`config.mk`:
```
export PLATFORM = sky130hd
export DESIGN_NAME = adc_seq_cfg
export DESIGN_NICKNAME = d
export VERILOG_FILES = /design/src/adc_seq_cfg_pkg.sv /design/src/adc_seq_cfg.sv
export SDC_FILE = /design/constraint.sdc
export NUM_CORES = 1
export LEC_CHECK = 0
export BUFFER_PORTS_ARGS = -buffer_cell sky130_fd_sc_hd__buf_2
export CORE_UTILIZATION = 40
export CTS_CLUSTER_SIZE = 30
export DETAILED_ROUTE_END_ITERATION = 6
export GPL_TIMING_DRIVEN = 1
export PLACE_DENSITY_LB_ADDON = 0.15
export SLEW_MARGIN = 10
export SYNTH_ARGS = -nofsm -noshare
export SYNTH_HDL_FRONTEND = slang
export SYNTH_SLANG_ARGS = --single-unit
export TNS_END_PERCENT = 1
```
`constraint.sdc`:
```
create_clock -name clk_i -period 1.5 [get_ports clk_i]
set_input_delay 0.075 -clock clk_i [delete_from_list [all_inputs] [get_ports clk_i]]
set_output_delay 0.075 -clock clk_i [all_outputs]
set_load 0.1 [all_outputs]
```
`src/adc_seq_cfg_pkg.sv`:
```
/*
 converter sequencing configuration: register indices, field positions,
 reset values and decode constants.
 assumes a classic wishbone slave with 32-bit data, one register per word.
*/
package adc_seq_cfg_pkg;
   // register indices; byte address is four times the index
   localparam logic [3:0] IDX_WRAP = 4'h0;
   localparam logic [3:0] IDX_TRIG = 4'h1;
   localparam logic [3:0] IDX_STATUS = 4'h2;
   localparam logic [3:0] IDX_CMD = 4'h3;
   localparam int ADDR_LSB = 2;
   localparam int ADDR_W = 4;

   // wrap register fields
   localparam int WRAP_RSV_BIT = 7;
   localparam int WRAP_MSB = 3;
   localparam int WRAP_LSB = 0;
   localparam logic [7:0] WRAP_RMASK = 8'h0f;

   // resolution / trigger register fields
   localparam int TSEL_BIT = 7;
   localparam int RES_MSB = 6;
   localparam int RES_LSB = 5;
   localparam int DIS_BIT = 4;
   localparam int TCH_MSB = 3;
   localparam int TCH_LSB = 0;

   localparam logic [7:0] WRAP_RESET = 8'h0f;
   localparam logic [7:0] TRIG_RESET = 8'h2f;

   // resolution codes
   localparam logic [1:0] RES_8 = 2'h0;
   localparam logic [1:0] RES_10 = 2'h1;
   localparam logic [1:0] RES_12 = 2'h2;
   localparam logic [1:0] RES_RSV = 2'h3;

   localparam logic [2:0] LAST_INPUT = 3'h7;
   localparam logic [3:0] DED_LIMIT = 4'h4;
   localparam logic [3:0] DIS_EXTRA = 4'h2;

   // command register bits
   localparam int CMD_START_BIT = 0;
   localparam int CMD_MULTI_CHANNEL_MODE_BIT = 1;
endpackage

```
`src/adc_seq_cfg.sv`:
```
/*
 configuration and sequence-abort logic for an 8-input, 12-bit converter.
 holds the wrap and resolution/trigger registers, decodes them for the
 sequencer and tracks a running sequence, aborted by any write to either with sel_i[0] set.
 assumes a classic wishbone master on clk_i; conversion engine outside
 reports each finished conversion with conv_done_i.
*/
// Added by the designer: the Wishbone interface to the registers.
`timescale 1ns/1ps

module adc_seq_cfg #(
   parameter bit DED_TRIG_PRESENT = 1'b1
) (
   input wire logic clk_i,
   input wire logic rst_i,
   input wire logic cyc_i,
   input wire logic stb_i,
   input wire logic we_i,
   input wire logic [5:0] adr_i,
   input wire logic [3:0] sel_i,
   input wire logic [31:0] dat_i,
   output logic [31:0] dat_o,
   output logic ack_o,
   output logic err_o,
   input wire logic conv_done_i,
   output logic busy_o,
   output logic abort_o,
   output logic [2:0] conv_channel_o,
   output logic [2:0] wrap_input_o,
   output logic wrap_reserved_o,
   output logic [1:0] resolution_select_o,
   output logic resolution_reserved_o,
   output logic discharge_before_sample_o,
   output logic [3:0] sample_extra_o,
   output logic trig_dedicated_o,
   output logic [2:0] trig_analog_o,
   output logic [1:0] trig_dedicated_sel_o,
   output logic trig_reserved_o
);

   logic [7:0] wrap_q;
   logic [7:0] trig_q;
   logic multi_channel_mode_q;
   logic busy_q;
   logic [2:0] chan_q;
   logic [31:0] dat_q;
   logic ack_q;
   logic err_q;
   logic abort_q;
   logic [3:0] idx;
   logic req;
   logic wr;
   logic hit;
   logic wr_wrap;
   logic wr_trig;
   logic wr_cmd;
   logic [3:0] wcode;
   logic [3:0] tcode;
   logic [1:0] res;
   logic [2:0] wrap_in;

   ////////////////////////////////////////////////////////////////////////
   // bus decode
   assign idx = adr_i[adc_seq_cfg_pkg::ADDR_LSB +: adc_seq_cfg_pkg::ADDR_W];
   assign req = cyc_i && stb_i && !ack_q && !err_q;
   assign hit = (idx == adc_seq_cfg_pkg::IDX_WRAP)
      || (idx == adc_seq_cfg_pkg::IDX_TRIG)
      || (idx == adc_seq_cfg_pkg::IDX_STATUS)
      || (idx == adc_seq_cfg_pkg::IDX_CMD);
   assign wr = req && we_i && sel_i[0];
   assign wr_wrap = wr && (idx == adc_seq_cfg_pkg::IDX_WRAP);
   assign wr_trig = wr && (idx == adc_seq_cfg_pkg::IDX_TRIG);
   assign wr_cmd = wr && (idx == adc_seq_cfg_pkg::IDX_CMD);

   always_ff @(posedge clk_i)
   begin
      if (rst_i)
      begin
         ack_q <= 1'b0;
         err_q <= 1'b0;
      end
      else
      begin
         ack_q <= req && hit;
         err_q <= req && !hit;
      end
   end

   always_ff @(posedge clk_i)
   begin
      if (rst_i)
         dat_q <= 32'h0;
      else if (req && !we_i)
      begin
         case (idx)
            adc_seq_cfg_pkg::IDX_WRAP:
               dat_q <= {24'h0, wrap_q & adc_seq_cfg_pkg::WRAP_RMASK};
            adc_seq_cfg_pkg::IDX_TRIG:
               dat_q <= {24'h0, trig_q};
            adc_seq_cfg_pkg::IDX_STATUS:
               dat_q <= {28'h0, chan_q, busy_q};
            adc_seq_cfg_pkg::IDX_CMD:
               dat_q <= {30'h0, multi_channel_mode_q, 1'b0};
            default:
               dat_q <= 32'h0;
         endcase
      end
   end

   ////////////////////////////////////////////////////////////////////////
   // configuration registers; bit 7 of wrap stored, reads zero
   always_ff @(posedge clk_i)
   begin
      if (rst_i)
         wrap_q <= adc_seq_cfg_pkg::WRAP_RESET;
      else if (wr_wrap)
         wrap_q <= dat_i[7:0];
   end

   // selector stored even without dedicated inputs
   always_ff @(posedge clk_i)
   begin
      if (rst_i)
         trig_q <= adc_seq_cfg_pkg::TRIG_RESET;
      else if (wr_trig)
         trig_q <= dat_i[7:0];
   end

   always_ff @(posedge clk_i)
   begin
      if (rst_i)
         multi_channel_mode_q <= 1'b0;
      else if (wr_cmd)
         multi_channel_mode_q <= dat_i[adc_seq_cfg_pkg::CMD_MULTI_CHANNEL_MODE_BIT];
   end

   ////////////////////////////////////////////////////////////////////////
   // field decode
   assign wcode = wrap_q[adc_seq_cfg_pkg::WRAP_MSB:adc_seq_cfg_pkg::WRAP_LSB];
   assign tcode = trig_q[adc_seq_cfg_pkg::TCH_MSB:adc_seq_cfg_pkg::TCH_LSB];
   assign res = trig_q[adc_seq_cfg_pkg::RES_MSB:adc_seq_cfg_pkg::RES_LSB];
   // codes 8-15 saturate at the last input
   assign wrap_in = wcode[3] ? adc_seq_cfg_pkg::LAST_INPUT : wcode[2:0];

   ////////////////////////////////////////////////////////////////////////
   // sequence tracking
   always_ff @(posedge clk_i)
   begin
      if (rst_i)
      begin
         busy_q <= 1'b0;
         chan_q <= 3'h0;
      end
      else if (wr_wrap || wr_trig)
      begin
         busy_q <= 1'b0;
         chan_q <= 3'h0;
      end
      else if (wr_cmd && dat_i[adc_seq_cfg_pkg::CMD_START_BIT])
      begin
         busy_q <= 1'b1;
         chan_q <= 3'h0;
      end
      else if (busy_q && conv_done_i)
      begin
         // wrap back to input 0 after the selected last input
         if (multi_channel_mode_q && chan_q != wrap_in && wcode != 4'h0)
            chan_q <= chan_q + 3'h1;
         else
            chan_q <= 3'h0;
      end
   end

   always_ff @(posedge clk_i)
   begin
      if (rst_i)
         abort_q <= 1'b0;
      else
         abort_q <= (wr_wrap || wr_trig) && busy_q;
   end

   ////////////////////////////////////////////////////////////////////////
   // registered decode outputs
   always_ff @(posedge clk_i)
   begin
      if (rst_i)
      begin
         wrap_input_o <= 3'h0;
         wrap_reserved_o <= 1'b0;
         resolution_select_o <= adc_seq_cfg_pkg::RES_8;
         resolution_reserved_o <= 1'b0;
         discharge_before_sample_o <= 1'b0;
         sample_extra_o <= 4'h0;
      end
      else
      begin
         wrap_input_o <= wrap_in;
         wrap_reserved_o <= (wcode == 4'h0);
         resolution_select_o <= res;
         resolution_reserved_o <= (res == adc_seq_cfg_pkg::RES_RSV);
         discharge_before_sample_o <= trig_q[adc_seq_cfg_pkg::DIS_BIT];
         sample_extra_o <= trig_q[adc_seq_cfg_pkg::DIS_BIT]
            ? adc_seq_cfg_pkg::DIS_EXTRA : 4'h0;
      end
   end

   always_ff @(posedge clk_i)
   begin
      if (rst_i)
      begin
         trig_dedicated_o <= 1'b0;
         trig_analog_o <= 3'h0;
         trig_dedicated_sel_o <= 2'h0;
         trig_reserved_o <= 1'b0;
      end
      else
      begin
         // analog source, codes 8-15 saturate
         trig_analog_o <= tcode[3] ? adc_seq_cfg_pkg::LAST_INPUT
            : tcode[2:0];
         trig_dedicated_sel_o <= tcode[1:0];
         // selector ignored without dedicated inputs
         trig_dedicated_o <= trig_q[adc_seq_cfg_pkg::TSEL_BIT]
            && DED_TRIG_PRESENT;
         trig_reserved_o <= trig_q[adc_seq_cfg_pkg::TSEL_BIT]
            && DED_TRIG_PRESENT
            && (tcode >= adc_seq_cfg_pkg::DED_LIMIT);
      end
   end

   assign dat_o = dat_q;
   assign ack_o = ack_q;
   assign err_o = err_q;
   assign busy_o = busy_q;
   assign abort_o = abort_q;
   assign conv_channel_o = chan_q;
endmodule

```
== Yosys cells after proc, flatten, opt, wreduce, memory -nomap -nowiden ==
Index checks and enable logic that the tools add are counted.
Operators by class
  add/sub/neg operators: 1
  multiply operators: 0
  div/mod/pow operators: 0
  order comparisons: 1
  eq/ne operators: 5
  shift operators: 0
  muxes and demuxes: 5
  bitwise operators: 0
  reductions and logical operators: 30
Operator list (count)
  8-bit case mux with 4 select lines: 1
  1-bit logical AND: 17
  3-bit 2-to-1 mux: 3
  4-bit by 2-bit equality test with 1-bit output (second input constant): 2
  4-bit logical NOT: 2
  4-bit by 1-bit equality test with 1-bit output (second input constant): 1
  4-bit by 3-bit greater-or-equal comparator with 1-bit output (second input constant): 1
  1-bit logical NOT: 4
  1-bit logical OR: 4
  4-bit nonzero test: 1
  3-bit by 1-bit adder with 3-bit output (second input constant): 1
  3-bit inequality test: 1
  3-bit OR reduction: 1
  2-bit equality test (second input constant): 1
  2-bit 2-to-1 mux: 1
  2-bit OR reduction: 1
Storage, ports and cells
  register bits after elaboration: 71
  latch bits: 0
  memory bits (writable): 0
  ROM bits: 0
  input bits: 48
  memories kept: 0

== Longest topological paths before layout ==
  word-level depth: 8
  mapped depth: 6
  depth with buffers taken out: 4

== Least setup slack after synthesis ==
OpenSTA, ideal clock, no wires.
  kind: flip-flop to flip-flop
  start: register err_q, in the netlist err_o
  end: register trig_q[0]
  data arrival time: 1.897 ns
  setup slack: -0.516 ns
  cell stages (with the launch flop): 5
  buffers on the path: 1
  period minus slack after synthesis: 2.016 ns
  cells stage by stage: dfxtp_1 -> and4bb_2 -> and4_4 -> buf_12 -> a211o_1
Between the ends
  cells in the longest elaborated chain, start to end: 5
Ends and longest elaborated chain
  start: declaration: line adc_seq_cfg.sv:48  | logic err_q;
  start signal: assignment: line adc_seq_cfg.sv:85  | err_q <= req && !hit;
  1-bit logical NOT: line adc_seq_cfg.sv:65  | assign req = cyc_i && stb_i && !ack_q && !err_q;
  1-bit logical AND: line adc_seq_cfg.sv:65
  1-bit logical AND (2 in a row): line adc_seq_cfg.sv:70  | assign wr = req && we_i && sel_i[0];
  1-bit logical AND: line adc_seq_cfg.sv:72  | assign wr_trig = wr && (idx == adc_seq_cfg_pkg::IDX_TRIG);
  end signal: assignment: line adc_seq_cfg.sv:124  | trig_q <= adc_seq_cfg_pkg::TRIG_RESET;
  end signal: assignment: line adc_seq_cfg.sv:126  | trig_q <= dat_i[7:0];
  end: declaration: line adc_seq_cfg.sv:42  | logic [7:0] trig_q;
No other way between the ends.
A chain may end at the register's enable or synchronous reset.

== Worst setup path after layout ==
  start: register err_q, in the netlist err_o
  end: register trig_q[5]
The elaborated chain is that of the path after synthesis.

==> PnR_summary.wiki <==
{| class="wikitable"
! Metric !! Value
|-
| Async SR Flop Fraction || 0
|-
| Starting utilization of the core area || 0.4297
|-
| Number of clock buffers inserted by TritonCTS || 5
|-
| Post-synth top cells || dfxtp_1 (43), buf_4 (28), nor2_1 (28)
|-
| RSZ-0062 raised after global routing || false
|-
| Maximum fanout along the worst path || 13
|-
| Number of search-and-repair iterations in the first detailed-routing pass || 4
|-
| Worst Hold Class || input pin to register
|-
| CP Data Required Time || approximately 1.7 ns
|-
| Cell area after synthesis || 1936 µm²
|-
| Cell count after placement || 303
|-
| Kind of capture point of the worst setup path || register
|-
| Max IR drop VDD || 538.5 µV
|-
| Max-cap violation count || 0
|-
| First-pass GRT wire length || 5.851 mm
|-
| Initial antenna violation count || 0
|-
| Most common cell in the synthesized netlist || dfxtp_1
|-
| Area after detailed placement || 2160 µm²
|-
| Via count of the first global-routing pass || 1214
|-
| Antenna viol nets, final || 0
|-
| Vias per cell || 4.780
|-
| Placer's final routability congestion estimate || around 0.75
|-
| Root buffer cell || clkbuf_8
|-
| Arrival time of the worst setup path || 1.63 ns
|-
| Fill count || about 450
|-
| Maximum achievable frequency || 0.6942 GHz
|-
| Outcome || completed
|-
| Largest stage delay on the critical path || 0.36 ns
|-
| Synthesis warning total || 0
|-
| Final layout net count || 310
|-
| Max Transition Viols Final || 0
|-
| Post-DP HPWL || 2.777 mm
|-
| Layout Utilization || 0.5067
|-
| Site Rows || 24
|-
| Final worst path period share || 0.9603
|-
| Maximum number of pins on one net before global-route repair || 24
|-
| Worst setup skew after layout || around 0.01 ns
|-
| Placeable Area || 4504 µm²
|-
| Sequential fraction of the synthesis area || 0.4447
|-
| CP startpoint kind || register
|-
| Post-layout minimum cycle time || between 1 and 1.5 ns
|-
| CTS max path bufs || 2
|-
| TritonCTS clock tree || built
|-
| Standard cell with the maximum stage delay on the critical path || and4_4
|-
| Clock slew at reported path FFs || about 0.08 ns
|-
| Number of levels in the clock H-tree || 2
|-
| Final std cell area, no fill || 2282 µm²
|-
| Ys flop type || dfxtp_1
|-
| Number of flops mapped to enable cells by yosys || 0
|-
| Category of the most critical setup path || register to register
|-
| Post-Synthesis Cells || 203
|-
| Grt ovf || 0
|-
| Per-instance average area after synthesis || ~9.5 µm²
|-
| Biggest area consumer among synthesized cells || dfxtp_1
|-
| P&R area growth vs syn || 17.91%
|-
| Post-route non-filler standard cell count || 314
|-
| DR vias || 1501
|-
| I/O pin count || 106
|-
| Flip-flop and latch count after synthesis || 43
|-
| Vertical die dimension || 71.57 µm
|-
| Die footprint || between 5000 and 6000 µm²
|-
| # clock sinks || between 40 and 50
|-
| Antenna cells || 0
|-
| Finish-stage setup viols || 0
|-
| Number of distinct library cell variants in the gate-level netlist after synthesis || 40
|-
| PwrDens || 1072 nW/µm²
|-
| Routed WL per cell || 12.03 µm
|-
| Sequence of cells on the critical path || and4bb_2 > and4_4 > nor2b_1 > a211o_1
|-
| Share of the synthesized area in the top cell type || 0.4447
|-
| Final hold violation count || 0
|-
| Top cells by area, synth || dfxtp_1 (44%), buf_4 (11%), nor2_1 (5.4%)
|-
| Global-route total usage across every layer || 0.1496
|-
| Total leakage power || roughly 1 nW
|-
| Horizontal die dimension || 71.57 µm
|-
| Insertion delay to the later sink of the worst-skew pair || 0.30 ns
|-
| Remaining routing DRC violations || 0
|-
| # port buffers || between 40 and 50
|-
| Fraction of final layout cells with drive strength greater than 1 || 0.2977
|-
| Routed Wire Length || 3.776 mm
|-
| Violation count after the first detailed-routing iteration || 54
|}
## kinds of logic after synthesis
family                   Yosys count  share of synthesized area
multiplexers                       9                    0.05495
AND/OR/NAND/NOR                   76                     0.2172
flip-flops                        43                     0.4447
other                              1                   0.001937
adder cells (fa/ha/maj)            1                   0.006463
AO/OA/AOI/OAI                     28                     0.1118
XOR/XNOR                           3                    0.01358
buffers and inverters             42                     0.1493
## registers in the layout, summed over array words and instances (netlist names), 2 cells and up
signal / count
dat_o: 8
trig_q: 8
wrap_q: 4
conv_channel_o: 3
trig_analog_o: 3
wrap_input_o: 3
resolution_select_o: 2
trig_dedicated_sel_o: 2
## layer usage
| layer | GRT usage | wire length [µm] | vias to the layer above |
|---|---|---|---|
| met5 | 0 | 0 | - |
| met4 | 0.05882 | 57 | 0 |
| met3 | 0.04923 | 226 | 7 |
| met2 | 0.2328 | 1659 | 48 |
| met1 | 0.1931 | 1832 | 684 |
| li1 | - | - | 762 |
## worst paths after layout
path / from / endpoint / slack [ns] / depth (start not counted)
worst min register to register: dat_o[5] / dat_o[5] / 0.45 / 2
worst max register to register: err_o / trig_q[5] / 0.06 / 4
worst min-delay path: dat_i[7] / trig_q[7] / 0.01 / 3
worst max-delay path: err_o / trig_q[5] / 0.06 / 4
## worst max-delay path: cells and delay by family, from the launching register on
kind	cells	cell delay, ns
AND/OR/NAND/NOR	3	0.76
flip-flops	1	0.32
AO/OA/AOI/OAI	1	0.26
## power by group
part | leakage (nW) | internal [mW] | switching [mW]
registers | 0.353 | 1.16 | 0.00533
clock network | 0.0412 | 0.326 | 0.403
logic | 0.627 | 0.0681 | 0.487
## layout by cell type, fill, tap and decap left out, types with 3 or more instances in the layout
master / instances
o2bb2ai_1: 3
nor3b_1: 3
a22oi_1: 4
dfxtp_2: 6
buf_2: 49
nand3_1: 6
nor2_1: 28
inv_1: 4
clkbuf_8: 5
conb_1: 27
nand2_1: 8
dlygate4sd3_1: 3
mux2i_1: 8
buf_4: 11
nor2b_1: 13
a211o_1: 9
a21oi_1: 4
nor3_1: 5
dfxtp_1: 37
## metrics by stage
step | worst slack, ns | power [mW] | hold slack, ns | setup TNS (ns)
2_1_floorplan | -0.2064 | 1.725 | 0.1445 | -2.261
3_3_place_gp | 0.06075 | 1.738 | 0.2888 | 0
3_5_place_dp | 0.06105 | 1.739 | 0.2847 | 0
4_1_cts | 0.04699 | 2.469 | 0.007634 | 0
5_1_grt | 0.007499 | 2.519 | 0.01775 | 0
6_report | 0.05957 | 2.447 | 0.01048 | 0
## timing repair
action / in CTS / in global routing
hold endpoints to repair: 3 / 0
hold buffers: 3 / 0
setup endpoints to repair: 0 / 3
buffers inserted: 0 / 0
resized for setup: 0 / 1
## final cells by class
cell class	instances	area, µm²	share of cell area
tap	52	65.06	0.02851
inverter	4	15.01	0.006579
multi-input combinational	144	890.9	0.3904
clock buffer	6	72.57	0.03180
sequential	43	868.3	0.3805
clock inverter	2	12.51	0.005482
timing repair buffer	63	357.8	0.1568
Note: power is estimated with default switching activity, not from simulation.
